===== config.mk =====
export PLATFORM = sky130hd
export DESIGN_NAME = reset_state_initializer
export DESIGN_NICKNAME = d
export VERILOG_FILES = /design/src/verilog/rsi_pkg.sv /design/src/verilog/rsi_reset_combiner.sv /design/src/verilog/rsi_reg_bank.sv /design/src/verilog/reset_state_initializer.sv
export VERILOG_INCLUDE_DIRS = /design/src /design/src/verilog
export SDC_FILE = /design/constraint.sdc
export NUM_CORES = 1
export LEC_CHECK = 0
export ABC_AREA = 1
export ABC_CLOCK_PERIOD_IN_PS = 4100
export BUFFER_PORTS_ARGS = -buffer_cell sky130_fd_sc_hd__buf_2
export CORE_ASPECT_RATIO = 1.25
export CORE_UTILIZATION = 45
export CTS_CLUSTER_SIZE = 28
export DETAILED_ROUTE_END_ITERATION = 7
export PLACE_DENSITY = 0.7
export RECOVER_POWER = 25
export SYNTH_ARGS = -nofsm -noshare
export SYNTH_HDL_FRONTEND = slang
export SYNTH_SLANG_ARGS = --single-unit

===== constraint.sdc =====
create_clock -name clk -period 4.1 [get_ports clk]
set_clock_uncertainty 0.2 [all_clocks]
set_input_delay 0 -clock clk [delete_from_list [all_inputs] [get_ports clk]]
set_output_delay 0 -clock clk [all_outputs]
set_load 0.01 [all_outputs]

===== src/verilog/rsi_map.svh =====
/*
  register indices, reset values and timing counts of the reset state initializer.
  assumes byte registers on an 8-bit plain register port, index equals address.
*/
`ifndef RSI_MAP_SVH
`define RSI_MAP_SVH

// ==========================================================
// register indices
`define RSI_LATCH_BASE 6'h00
`define RSI_LATCH_COUNT 9
`define RSI_PORT_TWO 6'h02
`define RSI_IND_PORT 6'h07
`define RSI_IND_BIT 0
`define RSI_DIR_BASE 6'h09
`define RSI_DIR_COUNT 7
`define RSI_PULL_BASE 6'h10
`define RSI_PULL_COUNT 6
`define RSI_INPUT_SWITCH 6'h16
`define RSI_MEM_SIZE 6'h17
`define RSI_CPU_CLK 6'h18
`define RSI_INT_OSC 6'h19
`define RSI_MAIN_CLK 6'h1A
`define RSI_MAIN_OSC 6'h1B
`define RSI_SETTLE_SEL 6'h1C
`define RSI_SETTLE_STAT 6'h1D
`define RSI_WIDE_BASE 6'h1E
`define RSI_WIDE_COUNT 10
`define RSI_BYTE_BASE 6'h28
`define RSI_BYTE_COUNT 8
`define RSI_INTV_BASE 6'h30
`define RSI_INTV_COUNT 7
`define RSI_WATCH 6'h37
`define RSI_STATUS 6'h38
`define RSI_REG_COUNT 57

// ==========================================================
// reset values and timing
`define RSI_RV_ZERO 8'h00
`define RSI_RV_DIR 8'hFF
`define RSI_RV_MEM_SIZE 8'hCF
`define RSI_RV_SETTLE_SEL 8'h05
`define RSI_VECTOR_LO 16'h0000
`define RSI_VECTOR_HI 16'h0001
`define RSI_SETTLE_BASE 16
`define RSI_STAT_SETTLE 0
`define RSI_STAT_RUN 1

`endif


===== src/verilog/rsi_pkg.sv =====
/*
  types shared by the reset state initializer modules.
  assumes rsi_map.svh supplies every number.
*/
package rsi_pkg;

  // ==========================================================
  // types
  typedef enum logic [1:0] {ST_RESET, ST_SETTLE, ST_RUN} rsi_state_e_t;

  typedef struct packed {
    logic ext_reset_n;   // external pin, low requests reset
    logic wdt_overflow;  // watchdog overflow
    logic clkmon_stop;   // clock monitor saw oscillator stop
    logic poc_detect;    // power-on-clear detection
    logic lvi_detect;    // low-voltage detection
  } rsi_src_t;

  typedef struct packed {
    logic req;
    logic wdt;
  } rsi_comb_t;

  typedef struct packed {
    rsi_state_e_t st;
    logic [15:0] cnt;
    logic start;
    logic rd_hw;
    logic [7:0] hw_data;
  } rsi_core_t;

endpackage


===== src/verilog/rsi_reset_combiner.sv =====
/*
  merges every reset source into one registered request.
  assumes all sources synchronous to clk and active while reset is wanted.
*/
`timescale 1ns/1ps

module rsi_reset_combiner
(
  input wire logic clk,                // core clock
  input wire logic reset,              // synchronous system reset
  input wire rsi_pkg::rsi_src_t src,   // reset sources
  output logic reset_req,              // combined request, registered
  output logic wdt_clear               // watchdog logic reset, registered
);
  import rsi_pkg::*;

  rsi_comb_t r_r;
  rsi_comb_t r_nxt;

  // ==========================================================
  // request merge
  // a watchdog-caused reset must also clear the watchdog itself
  always_comb
  begin
    r_nxt.req = reset | ~src.ext_reset_n | src.wdt_overflow | src.clkmon_stop
                | src.poc_detect | src.lvi_detect;
    r_nxt.wdt = reset | r_nxt.req;
  end

  // registered so the request is glitch free
  always_ff @(posedge clk)
  begin
    if (reset)
      r_r <= '{req: 1'b1, wdt: 1'b1};
    else
      r_r <= r_nxt;
  end

  assign reset_req = r_r.req;
  assign wdt_clear = r_r.wdt;

  a_wdt_self_clear: assert property (@(posedge clk) disable iff (reset)
    src.wdt_overflow |=> wdt_clear)
    else $error("watchdog not cleared by its own overflow");

endmodule // rsi_reset_combiner


===== src/verilog/rsi_reg_bank.sv =====
/*
  byte register bank holding the power-up state, with registered read data.
  assumes clear is held for at least one clock and writes arrive only while running.
*/
`timescale 1ns/1ps
`include "rsi_map.svh"

module rsi_reg_bank #(
  parameter int DEPTH = `RSI_REG_COUNT,
  parameter int AW = 6
)
(
  input wire logic clk,                 // core clock
  input wire logic clear,               // load reset values
  input wire logic wr,                  // write strobe
  input wire logic rd,                  // read strobe
  input wire logic [AW-1:0] addr,       // register index
  input wire logic [7:0] wdata,         // write data
  output logic [7:0] rdata,             // read data, one cycle later
  output logic [DEPTH*8-1:0] q_all      // every byte, flat
);
  import rsi_pkg::*;

  logic [7:0] mem_r [DEPTH];
  logic [7:0] rdata_r;

  // reset value of each index
  function automatic logic [7:0] rv(input int i);
    if (i >= `RSI_DIR_BASE && i < `RSI_DIR_BASE + `RSI_DIR_COUNT)
      return `RSI_RV_DIR;
    if (i == `RSI_MEM_SIZE)
      return `RSI_RV_MEM_SIZE;
    if (i == `RSI_SETTLE_SEL)
      return `RSI_RV_SETTLE_SEL;
    return `RSI_RV_ZERO;
  endfunction

  // ==========================================================
  // storage; port two keeps whatever it held, its reset value is undefined
  for (genvar g = 0; g < DEPTH; g++)
  begin : g_byte
    always_ff @(posedge clk)
    begin
      if (clear && g != `RSI_PORT_TWO)
        mem_r[g] <= rv(g);
      else if (wr && !clear && addr == AW'(g))
        mem_r[g] <= wdata;
    end
    assign q_all[g*8 +: 8] = mem_r[g];
  end

  // ==========================================================
  // read port; unmapped indices read zero
  always_ff @(posedge clk)
  begin
    if (rd)
      rdata_r <= (int'(addr) < DEPTH) ? mem_r[addr] : `RSI_RV_ZERO;
  end

  assign rdata = rdata_r;

endmodule // rsi_reg_bank


===== src/verilog/reset_state_initializer.sv =====
/*
  reset state initializer: merges reset sources, loads the power-up state of the
  port, clock and timer registers, holds pins idle through the settle wait and
  starts the core at the reset vector.
  assumes all inputs synchronous to clk; register port strobes one cycle long.
*/
// The register offsets and the address-and-strobe port were left to the implementer.
`timescale 1ns/1ps
`include "rsi_map.svh"

module reset_state_initializer #(
  parameter int AW = 6,
  parameter int SETTLE_BASE = `RSI_SETTLE_BASE
)
(
  input wire logic clk,                     // core clock, 100 MHz
  input wire logic reset,                   // synchronous reset, high
  input wire rsi_pkg::rsi_src_t src,        // reset sources
  input wire logic [AW-1:0] addr,           // register index
  input wire logic [7:0] wdata,             // write data
  input wire logic wr,                      // write strobe
  input wire logic rd,                      // read strobe
  output logic [7:0] rdata,                 // read data, cycle after rd
  output logic reset_indicator_port_bit,    // indicator pin level
  output logic reset_indicator_oe,          // indicator pin drive enable
  output logic pins_idle,                   // other pins high impedance
  output logic cpu_hold,                    // core held stopped
  output logic cpu_start,                   // one-cycle start pulse
  output logic [15:0] vector_lo_addr,       // low byte of reset vector
  output logic [15:0] vector_hi_addr,       // high byte of reset vector
  output logic wdt_clear,                   // watchdog reset
  output logic [`RSI_REG_COUNT*8-1:0] state_q // loaded register state
);
  import rsi_pkg::*;

  rsi_core_t r_r;
  rsi_core_t r_nxt;
  logic reset_req;
  logic [7:0] bank_rdata;
  logic [15:0] wait_cycles;
  logic [7:0] settle_stat;
  logic ind_latch;
  logic bank_wr;
  logic bank_rd;
  logic hw_sel;

  // byte of the flat state at a register index
  function automatic logic [7:0] byte_at(input logic [`RSI_REG_COUNT*8-1:0] q, input int idx);
    return q[idx*8 +: 8];
  endfunction

  // true where the index is one of the bytes that the hardware answers itself
  function automatic logic is_hw(input logic [AW-1:0] a);
    return a == `RSI_SETTLE_STAT || a == `RSI_STATUS;
  endfunction

  // ==========================================================
  // reset request merge
  rsi_reset_combiner rsi_reset_combiner_inst (
    .clk(clk),
    .reset(reset),
    .src(src),
    .reset_req(reset_req),
    .wdt_clear(wdt_clear)
  );

  // ==========================================================
  // register state; software writes it only while the core runs, reads it in any state
  assign bank_wr = wr && r_r.st == ST_RUN;
  assign bank_rd = rd && !is_hw(addr);
  assign hw_sel = rd && is_hw(addr);

  rsi_reg_bank #(
    .DEPTH(`RSI_REG_COUNT),
    .AW(AW)
  ) rsi_reg_bank_inst (
    .clk(clk),
    .clear(reset_req),
    .wr(bank_wr),
    .rd(bank_rd),
    .addr(addr),
    .wdata(wdata),
    .rdata(bank_rdata),
    .q_all(state_q)
  );

  // ==========================================================
  // settle wait length follows the settle select field
  // only three low bits used so the count stays inside 16 bits
  assign wait_cycles = 16'(SETTLE_BASE << byte_at(state_q, `RSI_SETTLE_SEL) % 8);

  // settle status: one bit per elapsed stage, zero through reset
  always_comb
  begin
    settle_stat = `RSI_RV_ZERO;
    for (int i = 0; i < 8; i++)
    begin
      if (r_r.st == ST_RUN)
        settle_stat[i] = (i <= int'(byte_at(state_q, `RSI_SETTLE_SEL) % 8));
      else if (r_r.st == ST_SETTLE)
        settle_stat[i] = (int'(r_r.cnt) >= (SETTLE_BASE << i));
    end
  end

  // ==========================================================
  // sequencer: reset, settle wait, run
  always_comb
  begin
    r_nxt = r_r;
    r_nxt.start = 1'b0;
    r_nxt.rd_hw = hw_sel;
    if (hw_sel)
      r_nxt.hw_data = (addr == `RSI_SETTLE_STAT) ? settle_stat
                      : 8'({r_r.st == ST_RUN, r_r.st == ST_SETTLE});
    unique case (r_r.st)
      ST_RESET:
      begin
        r_nxt.cnt = 16'h0000;
        if (!reset_req)
          r_nxt.st = ST_SETTLE;
      end
      ST_SETTLE:
      begin
        if (reset_req)
          r_nxt.st = ST_RESET;
        else if (r_r.cnt == wait_cycles - 16'h0001)
        begin
          r_nxt.st = ST_RUN;
          r_nxt.start = 1'b1;
        end
        else
          r_nxt.cnt = r_r.cnt + 16'h0001;
      end
      ST_RUN:
      begin
        if (reset_req)
          r_nxt.st = ST_RESET;
      end
    endcase
  end

  // one register for all sequencer state
  always_ff @(posedge clk)
  begin
    if (reset)
      r_r <= '{st: ST_RESET, cnt: 16'h0000, start: 1'b0, rd_hw: 1'b0, hw_data: 8'h00};
    else
      r_r <= r_nxt;
  end

  // ==========================================================
  // outputs
  // indicator drops the moment a reset is seen, before the latch is reloaded
  assign ind_latch = state_q[`RSI_IND_PORT*8 + `RSI_IND_BIT];
  assign reset_indicator_port_bit = !reset_req && r_r.st != ST_RESET && ind_latch;
  assign reset_indicator_oe = 1'b1;
  assign pins_idle = r_r.st != ST_RUN;
  assign cpu_hold = r_r.st != ST_RUN;
  assign cpu_start = r_r.start;
  assign vector_lo_addr = `RSI_VECTOR_LO;
  assign vector_hi_addr = `RSI_VECTOR_HI;
  assign rdata = r_r.rd_hw ? r_r.hw_data : bank_rdata;

  // ==========================================================
  // checks
  a_ind_low_reset: assert property (@(posedge clk) disable iff (reset)
    reset_req |-> !reset_indicator_port_bit)
    else $error("indicator not low during reset");

  a_ind_held_high: assert property (@(posedge clk) disable iff (reset)
    (reset_indicator_port_bit && !reset_req) ##1 !reset_req |-> reset_indicator_port_bit
      || !ind_latch)
    else $error("indicator fell without reset or write");

  a_latch_clear: assert property (@(posedge clk) disable iff (reset)
    reset_req |=> byte_at(state_q, `RSI_LATCH_BASE) == `RSI_RV_ZERO
      && byte_at(state_q, `RSI_IND_PORT) == `RSI_RV_ZERO
      && byte_at(state_q, `RSI_LATCH_BASE + 8) == `RSI_RV_ZERO)
    else $error("port latch not cleared");

  a_port_two_kept: assert property (@(posedge clk) disable iff (reset)
    reset_req && !bank_wr |=> byte_at(state_q, `RSI_PORT_TWO) === $past(byte_at(state_q, `RSI_PORT_TWO)))
    else $error("port two latch changed by reset");

  a_dir_ones: assert property (@(posedge clk) disable iff (reset)
    reset_req |=> byte_at(state_q, `RSI_DIR_BASE) == `RSI_RV_DIR
      && byte_at(state_q, `RSI_DIR_BASE + 6) == `RSI_RV_DIR)
    else $error("direction register not all ones");

  a_pull_clear: assert property (@(posedge clk) disable iff (reset)
    reset_req |=> byte_at(state_q, `RSI_PULL_BASE) == `RSI_RV_ZERO
      && byte_at(state_q, `RSI_PULL_BASE + 5) == `RSI_RV_ZERO)
    else $error("pull-up select not cleared");

  a_switch_clear: assert property (@(posedge clk) disable iff (reset)
    reset_req |=> byte_at(state_q, `RSI_INPUT_SWITCH) == `RSI_RV_ZERO)
    else $error("input switch control not cleared");

  a_mem_size_value: assert property (@(posedge clk) disable iff (reset)
    reset_req |=> byte_at(state_q, `RSI_MEM_SIZE) == `RSI_RV_MEM_SIZE)
    else $error("memory size select not CF");

  a_clock_regs: assert property (@(posedge clk) disable iff (reset)
    reset_req |=> byte_at(state_q, `RSI_CPU_CLK) == `RSI_RV_ZERO && byte_at(state_q, `RSI_INT_OSC) == `RSI_RV_ZERO
      && byte_at(state_q, `RSI_MAIN_CLK) == `RSI_RV_ZERO && byte_at(state_q, `RSI_MAIN_OSC) == `RSI_RV_ZERO)
    else $error("clock register not cleared");

  a_settle_regs: assert property (@(posedge clk) disable iff (reset)
    reset_req |=> byte_at(state_q, `RSI_SETTLE_SEL) == `RSI_RV_SETTLE_SEL && settle_stat == `RSI_RV_ZERO)
    else $error("settle select or status wrong after reset");

  a_wide_count: assert property (@(posedge clk) disable iff (reset)
    reset_req |=> {byte_at(state_q, `RSI_WIDE_BASE + 1), byte_at(state_q, `RSI_WIDE_BASE)} == 16'h0000)
    else $error("wide timer count not cleared");

  a_wide_capcomp: assert property (@(posedge clk) disable iff (reset)
    reset_req |=> state_q[(`RSI_WIDE_BASE + 2)*8 +: 32] == 32'h0000_0000)
    else $error("capture/compare not cleared");

  a_wide_ctrl: assert property (@(posedge clk) disable iff (reset)
    reset_req |=> state_q[(`RSI_WIDE_BASE + 6)*8 +: 32] == 32'h0000_0000)
    else $error("wide timer control not cleared");

  a_byte_timers: assert property (@(posedge clk) disable iff (reset)
    reset_req |=> state_q[`RSI_BYTE_BASE*8 +: 64] == 64'h0)
    else $error("byte timer not cleared");

  a_intv_timers: assert property (@(posedge clk) disable iff (reset)
    reset_req |=> state_q[`RSI_INTV_BASE*8 +: 56] == 56'h0)
    else $error("interval timer not cleared");

  a_watch_mode: assert property (@(posedge clk) disable iff (reset)
    reset_req |=> byte_at(state_q, `RSI_WATCH) == `RSI_RV_ZERO)
    else $error("watch timer mode not cleared");

  a_start_vector: assert property (@(posedge clk) disable iff (reset)
    cpu_start |-> $past(r_r.st) == ST_SETTLE && !cpu_hold && vector_lo_addr == 16'h0000
      && vector_hi_addr == 16'h0001)
    else $error("start not from settle or wrong vector");

  a_idle_pins: assert property (@(posedge clk) disable iff (reset)
    $fell(reset_req) |-> pins_idle [*2] ##1 (pins_idle || cpu_start))
    else $error("pins released before settle wait");

endmodule // reset_state_initializer


# Yosys cells after proc, flatten, opt, wreduce, memory -nomap -nowiden
# Memories as Yosys holds them, arrays and structs flattened. A register that Yosys moved wholly into a read port is not among the register bits.
# Index checks and enable logic that the tools add are counted.
dict set report classes {
  bitwise_logic 64
  reduce_logical 75
  magnitude_cmp 17
  mux 258
  eq_ne 65
  addsub 2
  n_shift 1
}
# cell n
set ops {}
lappend ops {{8-bit 2-to-1 mux} 59}
lappend ops {{1-bit 2-to-1 mux} 190}
lappend ops {{6-bit == test (second input constant)} 25}
lappend ops {{6-bit by 5-bit == test with 1-bit output (second input constant)} 16}
lappend ops {{1-bit logical AND} 63}
lappend ops {{1-bit OR} 62}
lappend ops {{6-bit by 4-bit == test with 1-bit output (second input constant)} 8}
lappend ops {{16-bit one-hot mux with 2 select lines} 1}
lappend ops {{6-bit by 3-bit == test with 1-bit output (second input constant)} 4}
lappend ops {{17-bit 2-to-1 mux} 1}
lappend ops {{16-bit by 1-bit adder with 16-bit output (second input constant)} 1}
lappend ops {{16-bit == test} 1}
lappend ops {{16-bit by 10-bit greater-or-equal comparator with 1-bit output (second input constant)} 1}
lappend ops {{16-bit by 11-bit greater-or-equal comparator with 1-bit output (second input constant)} 1}
lappend ops {{16-bit by 12-bit greater-or-equal comparator with 1-bit output (second input constant)} 1}
lappend ops {{16-bit by 5-bit greater-or-equal comparator with 1-bit output (second input constant)} 1}
lappend ops {{16-bit by 6-bit greater-or-equal comparator with 1-bit output (second input constant)} 1}
lappend ops {{16-bit by 7-bit greater-or-equal comparator with 1-bit output (second input constant)} 1}
lappend ops {{16-bit by 8-bit greater-or-equal comparator with 1-bit output (second input constant)} 1}
lappend ops {{16-bit by 9-bit greater-or-equal comparator with 1-bit output (second input constant)} 1}
lappend ops {{16-bit 2-to-1 mux} 1}
lappend ops {{5-bit by 3-bit left shift with 16-bit output (first input constant)} 1}
lappend ops {{16-bit by 1-bit subtractor with 16-bit output (second input constant)} 1}
lappend ops {{6-bit by 2-bit == test with 1-bit output (second input constant)} 2}
lappend ops {{other kinds (22)} 38}
dict set report word_totals {
  mem_count 1
  in_bits 23
  regBits 30
  output_inout_bits 502
  mem_bits_rw 456
}
# name depth word_bits rd rd_clocked_by_memory_dff wr line_no
set mem_list {}
lappend mem_list {rsi_reg_bank_inst.mem_r 57 8 58 1 56 rsi_reg_bank.sv:24} ;# logic [7:0] mem_r [DEPTH];

# Logic depth before layout (Yosys ltp)
# Gate-level depths: netlist of run 1.
dict set report logic_depth {
  depth_word 9
  ltp_mapped 13
}

# Modules after synthesis
# From an unflattened synthesis of run 1, not the netlist that was laid out.
dict set report unflattened {
  cells_unflattened 2818
  area_unflattened_um2 24289.5
}
# mod area_per_inst_um2 n_inst seq_area_each_um2 cells_per_inst
set by_module_without_submodules {}
lappend by_module_without_submodules {rsi_reg_bank 21750.9 1 13933.4 2424}
lappend by_module_without_submodules {reset_state_initializer 2466.1 1 560.5 386}
lappend by_module_without_submodules {rsi_reset_combiner 72.6 1 40.0 8}

# Least setup slack after synthesis of run 1
# OpenSTA, ideal clock, no wires.
dict set report synth_path {
  path_kind {flip-flop to flip-flop}
  start {register r_r[26] (netlist bit)}
  end {memory rsi_reg_bank_inst.mem_r[12][0], enable pin}
  required_time_ns 3.516
  setup_slack_ns 1.777
  n_path_buf 0
  path_stages_with_launch 9
  arrival_ns 1.739
  setup_ns 0.384
  cell_sequence {dfxtp_1 -> inv_1 -> ha_1 -> inv_2 -> nor2_4 -> nand2_2 -> inv_1 -> nand2_1 -> o21ai_0}
}
# item line_no
set synth_rtl {}
lappend synth_rtl {{from (decl)} reset_state_initializer.sv:36} ;# rsi_core_t r_r;
lappend synth_rtl {{from (signal assigned)} reset_state_initializer.sv:146} ;# r_r <= '{st: ST_RESET, cnt: 16'h0000, start: 1'b0, rd_hw: 1'b0, hw_data: 8'h00};
lappend synth_rtl {{from (signal assigned)} reset_state_initializer.sv:148} ;# r_r <= r_nxt;
lappend synth_rtl {{to (decl)} rsi_reg_bank.sv:24}

# Worst setup path after layout of run 1
dict set report layout_path {
  start {input addr[3]}
  end {register r_r[4] (netlist bit)}
}
dict set report layout_between {
  elab_chain_len 3
  elab_cells_between_ends 5
  cone_classes {eq/ne (2); mux (1); reduce/logical (2)}
}
# item line_no
set layout_lines {}
lappend layout_lines {{from (decl)} reset_state_initializer.sv:19} ;# input wire logic [AW-1:0] addr,
lappend layout_lines {{6-bit by 5-bit == test with 1-bit output or 6-bit == test (tied branches)} --}
lappend layout_lines {{1-bit logical OR (no source line)} --}
lappend layout_lines {{1-bit logical AND} reset_state_initializer.sv:71} ;# assign hw_sel = rd && is_hw(addr);
# Parallel ways exist; a longest one is shown, timed or not.
# A chain may end at the register's enable or synchronous reset.

==> flow_summary.toml, run 1 <==
[clock_tree]
cts.path.max_buffers = 3
path_clk_slew_ns = 0.07
post_cts_resized = 0
clock_sinks = 494
cts_buffers = 49
cts_root_buf = "clkbuf_16"
cts_tree = "yes"
cts_setup_buffers = 0
cts.htree.levels = 2
hold_buffers = 33
clk_latency_ns = 0.60

[final_layout]
fill_cells = 4899
drive_gt1_share_pct = 9.12
nets = 3224
instances_no_fill = 3902
area_growth_pct = 18.0
multi_input_area_um2 = 8160
seq_area_um2 = 14500

[place]
portBuffers = 491
pre_cts_ws_ns = 0.831
placed_cells = 3777
gp_congestion = 1.00
place_hpwl_um = 68200

[global_route]
grtUsageTotal_pct = 34.4
gr-total-overflow = 0
top_usage_layer = "met2"
grt_max_degree = 77
met3_usage_pct = 6.70
met2_usage_pct = 57.8
grt_pass1_vias = 20543
grt_pass1_wl_um = 135000
grt_antenna_before_repair = 1
met1_usage_pct = 41.5

[synthesis]
synth-seq-cells = 494
synth_cells = 2747
yosys-top-cells-area = "edfxtp_1, nand2_1, nor2_1"
synthTopCellsByCount = "nand2_1, edfxtp_1, nor2_1"
synth_top_cell_by_area = "edfxtp_1"
avgSynthCellArea_um2 = 8.65
synthFlopType = "edfxtp_1"
yosysUniqueCellTypes = 31
synth.most_common_cell = "nand2_1"
ys_seq_area_share_pct = 61.2
synthArstFlopShare_pct = 0
yosysTopAreaCellShare_pct = 58.6
synth_edf_count = 464
ys_warn_count = 0
synth_area_um2 = 23800

[route]
drtIter0Drc = 2651
drc = 0
wirelength_um = 95200
postRouteAntennaNets = 0
via_per_inst = 5.62
first_pass_iters = 8
vias = 21926
wl_per_cell_um = 24.4

[worst_setup_path]
reg2reg_from = "r_r[26]"
reg2reg_slack_ns = 0.73
crit_type = "in2reg"
cp_data_arrival_time_ns = 3.67
end_kind = "register"
cp-startpoint = "addr[3]"
path_max_fanout = 12
worstSetupStartpointType = "input port"
required_ns = 4.39

[timing]
final-setup-viol-count = 0
final_hold_viol_count = 0
slew_headroom_pct = 18.2
maxSlewViolCount = 0
max_freq_mhz = 296
finalCritPeriodShare_pct = 82.3
worst_slack_ns = 0.727
worstMarginPinSlew_ns = 1.23
tns_ns = 0
period_minus_slack_ns = 3.37
rsz0062_at_grt = "no"

[floorplanning]
core-area_um2 = 51800
rows = 93
start_util_pct = 45.9
die_area_um2 = 53700
die_w_um = 208
ios = 525
die_y_um = 259

[power_and_ir_drop]
total_power_mw = 10.8
ir_worst_vdd_uv = 297
power.density_nw_per_um2 = 386
leakagePower_nw = 12.6

[status]
status = "complete, no violations"

[flow_run]
drv_cap = 0

[min_path]
hp-class = "in2reg"
hp-start = "wr"
[registers in the layout, indices dropped and copies added, names as in the netlist]
| name | cells |
|---|---|
| rsi_reg_bank_inst.rdata | 8 |
| rsi_reset_combiner_inst.reset_req | 1 |
| rsi_reg_bank_inst.mem_r | 456 |
| cpu_start | 1 |
| r_r | 27 |
| rsi_reset_combiner_inst.wdt_clear | 1 |
[cell usage in the layout (no fill, tap or decap), types with 19 or more instances in the layout]
master / count
nand4_1: 35
dfxtp_1: 30
nand2_1: 1273
o21ai_0: 36
a21oi_1: 26
clkinv_2: 19
nand3_1: 101
nor2_1: 456
dlygate4sd3_1: 33
buf_2: 133
conb_1: 33
inv_1: 51
buf_4: 28
edfxtp_1: 464
clkbuf_1: 361
clkbuf_16: 51
[where the power goes]
group / internal, mW / leakage, nW / total [mW] / switching (mW)
sequential: 5.49 / 5.61 / 5.53 / 0.0404
combinational: 0.128 / 6.20 / 0.655 / 0.526
clock: 2.64 / 0.800 / 4.65 / 2.00
[through the flow]
stage	hold WS (ns)	util [%]	instance area, µm²
2_1_floorplan	-0.115	-	23900
3_3_place_gp	0.00413	51.2	26500
3_5_place_dp	0.00683	51.2	26500
4_1_cts	0.0791	55.0	28500
5_1_grt	0.134	54.2	28000
6_report	0.123	54.2	28000
[cells by family after synthesis]
group	count (synthesis)	synth area share [%]
AO/OA/AOI/OAI	71	1.58
adder cells (fa/ha/maj)	5	0.263
buffers and inverters	257	5.00
flip-flops	494	61.2
multiplexers	7	0.332
other	2	0.0316
AND/OR/NAND/NOR	1911	31.6
[worst max-delay path, cell delays in order]
cell and delay, ns:
dlygate4sd3_1 0.53, buf_2 0.29, nand2_1 0.18, nor2_1 0.77, nand2_2 0.22, o21ai_2 0.14, nand2_2 0.15, dlygate4sd3_1 0.64
nand2_1 0.07, a21oi_1 0.06, dlygate4sd3_1 0.59
[area by class of cell]
type	instances	area share, %
Timing Repair Buffer	554	9.32
Inverter	70	0.991
Tap cell	665	2.97
Antenna cell	1	0.00892
Sequential cell	494	51.8
Multi-Input combinational cell	2027	29.1
Clock inverter	35	1.16
Clock buffer	56	4.62
[routing by layer]
metal	share of wire, %	vias up
li1	-	9691
met1	35	10325
met2	48	1592
met3	11	318
met4	6.7	0
met5	0	-
[worst paths after layout]
path,to,cells after the start
setup / recovery,r_r[4],11
hold / removal,rsi_reg_bank_inst.mem_r[56][3],5
setup reg to reg,rsi_reg_bank_inst.mem_r[0][4],10
hold reg to reg,r_r[3],2
Note: power is estimated with default switching activity, not from simulation.
==> run 2: changes to the inputs <==
--- a/config.mk
+++ b/config.mk
@@ -7,7 +7,7 @@
 export NUM_CORES = 1
 export LEC_CHECK = 0
 export ABC_AREA = 1
-export ABC_CLOCK_PERIOD_IN_PS = 4100
+export ABC_CLOCK_PERIOD_IN_PS = 3300
 export BUFFER_PORTS_ARGS = -buffer_cell sky130_fd_sc_hd__buf_2
 export CORE_ASPECT_RATIO = 1.25
 export CORE_UTILIZATION = 45
==> constraint.sdc (replaced) <==
create_clock -name clk -period 3.3 [get_ports clk]
set_clock_uncertainty 0.2 [all_clocks]
set_input_delay 0 -clock clk [delete_from_list [all_inputs] [get_ports clk]]
set_output_delay 0 -clock clk [all_outputs]
set_load 0.01 [all_outputs]
==> run 2 against run 1 <==
  * Via count down 0.23%
  * First-iteration DRC count fell by 17%
  * Global-route usage shrank 0.050 points
  * Final cell count increased by 0.85%
  * Register-to-register slack lost 0.36 ns
  * Non-clock buffer count grew 30
  * Combinational power up 23%
  * Critical path type is now reg2reg
  * Highest routed layer unchanged
==> flow_summary.toml, run 2 (synthesized netlist as in run 1, its figures left out) <==
[route]
wl_met2_um = 44900
drc = 0
drtIter0Drc = 2193
postRouteAntennaNets = 0
wirelength_um = 93800
met1_length_um = 33000
vias = 21875
first_pass_iters = 6
wl_met3_um = 9580
via_per_inst = 5.56
wl_per_cell_um = 23.8
highest_layer = "met4"

[power_and_ir_drop]
combPwrFrac_pct = 6.0
intPower_mw = 10.2
ir_worst_vdd_uv = 469
p_seq_share_pct = 51.0
clkPwrFrac_pct = 43.0
leakagePower_nw = 12.7
power.density_nw_per_um2 = 476
sw_frac_of_total_pct = 24.0
netSwitchingPower_mw = 3.23
total_power_mw = 13.5

[clock_tree]
cts_buffers = 49
cts_root_buf = "clkbuf_16"
clk_latency_ns = 0.62
post_cts_resized = 0
cts_tree = "yes"
hold_buffers = 34
path_clk_slew_ns = 0.07
cts.path.max_buffers = 3
clock_sinks = 494
cts_setup_buffers = 0
cts.htree.levels = 2

[global_route]
gr-total-overflow = 0
grtUsageTotal_pct = 34.4
grt_max_degree = 97
grt_pass1_wl_um = 136000
grt_pass1_vias = 21066
grt_antenna_before_repair = 2

[timing]
worst_slack_ns = 0.362
max_freq_mhz = 340
finalCritPeriodShare_pct = 89.0
final-setup-viol-count = 0
period_minus_slack_ns = 2.94
tns_ns = 0
rsz0062_at_grt = "no"
worstMarginPinSlew_ns = 1.01
final_hold_viol_count = 0
maxSlewViolCount = 0
whs_ns = 0.0276
slew_headroom_pct = 32.7

[floorplanning]
rows = 93
die_area_um2 = 53700
core-area_um2 = 51800
die_w_um = 208
die_y_um = 259
ios = 525
start_util_pct = 45.9

[place]
gp_congestion = 0.972
placed_cells = 3806
dpl_cell_area_um2 = 26700
pre_cts_ws_ns = 0.447
portBuffers = 491
place_hpwl_um = 67700

[worst_setup_path]
path_max_fanout = 9
cp_slowest_cell = "inv_1"
worstSetupStartpointType = "register"
cpPeakStageDelay_ns = 0.43
path_cells = "inv_1, ha_1, inv_2, nor2_4, nand2_2, inv_1, nand2_1, inv_1, buf_12, nand2_2, nand2_1"
cp_data_arrival_time_ns = 3.02
required_ns = 3.39
end_kind = "register"
crit_path_frequent_cell = "inv_1"
crit_type = "reg2reg"

[final_layout]
stdcell_area_um2 = 28300
instances_no_fill = 3935
fin_util_pct = 54.6
seq_area_um2 = 14500
final_common_cell = "nand2_1"
area_growth_pct = 19.0
multi_input_area_um2 = 8160
largest-register = "rsi_reg_bank_inst.mem_r"
fill_cells = 4929
drive_gt1_share_pct = 9.95
largest_reg_flops = 456
nets = 3254
layout_common_cells = "nand2_1, edfxtp_1, nor2_1"

[min_path]
hp-class = "in2reg"

[flow_run]
drv_cap = 0

[status]
status = "complete, no violations"
[run 2: path summary, 6_finish.rpt]
path              slack [ns]  cells past startpoint                       endpoint  startpoint
setup / recovery        0.36                     11  rsi_reg_bank_inst.mem_r[3][5]     r_r[26]
hold / removal          0.03                      5  rsi_reg_bank_inst.mem_r[7][6]     addr[0]
setup reg to reg        0.36                     11  rsi_reg_bank_inst.mem_r[3][5]     r_r[26]
hold reg to reg         0.27                      2                         r_r[5]      r_r[5]
[run 2: power groups by stage]
stage / sequential, mW / clock, mW / combinational, mW
3_3_place_gp: 7.00 / 0 / 0.766
5_1_grt: 6.87 / 6.03 / 0.851
6_report: 6.87 / 5.79 / 0.807
2_1_floorplan: 7.00 / 0 / 0.459
3_5_place_dp: 7.00 / 0 / 0.769
4_1_cts: 6.86 / 5.81 / 0.797
[run 2: area by class of cell]
class | instances | share of cell area, %
clock buffer | 57 | 4.48
antenna | 3 | 0.0265
multi-input combinational | 2027 | 28.8
timing repair buffer | 584 | 10.0
tap | 665 | 2.94
inverter | 70 | 0.982
sequential | 494 | 51.4
clock inverter | 35 | 1.31
[run 2: worst max-delay path: cells and delay by family, from the launching register on]
family,cells,cell delay [ns]
adders and majority gates,1,0.26
and+or+nand+nor,5,0.92
DFF,1,0.31
buffers and inverters,5,0.94
[run 2: routing by layer]
metal	vias up	GRT usage, %
li1	9748	-
met1	10328	40.8
met2	1487	57.4
met3	312	7.16
met4	0	21.5
met5	-	0
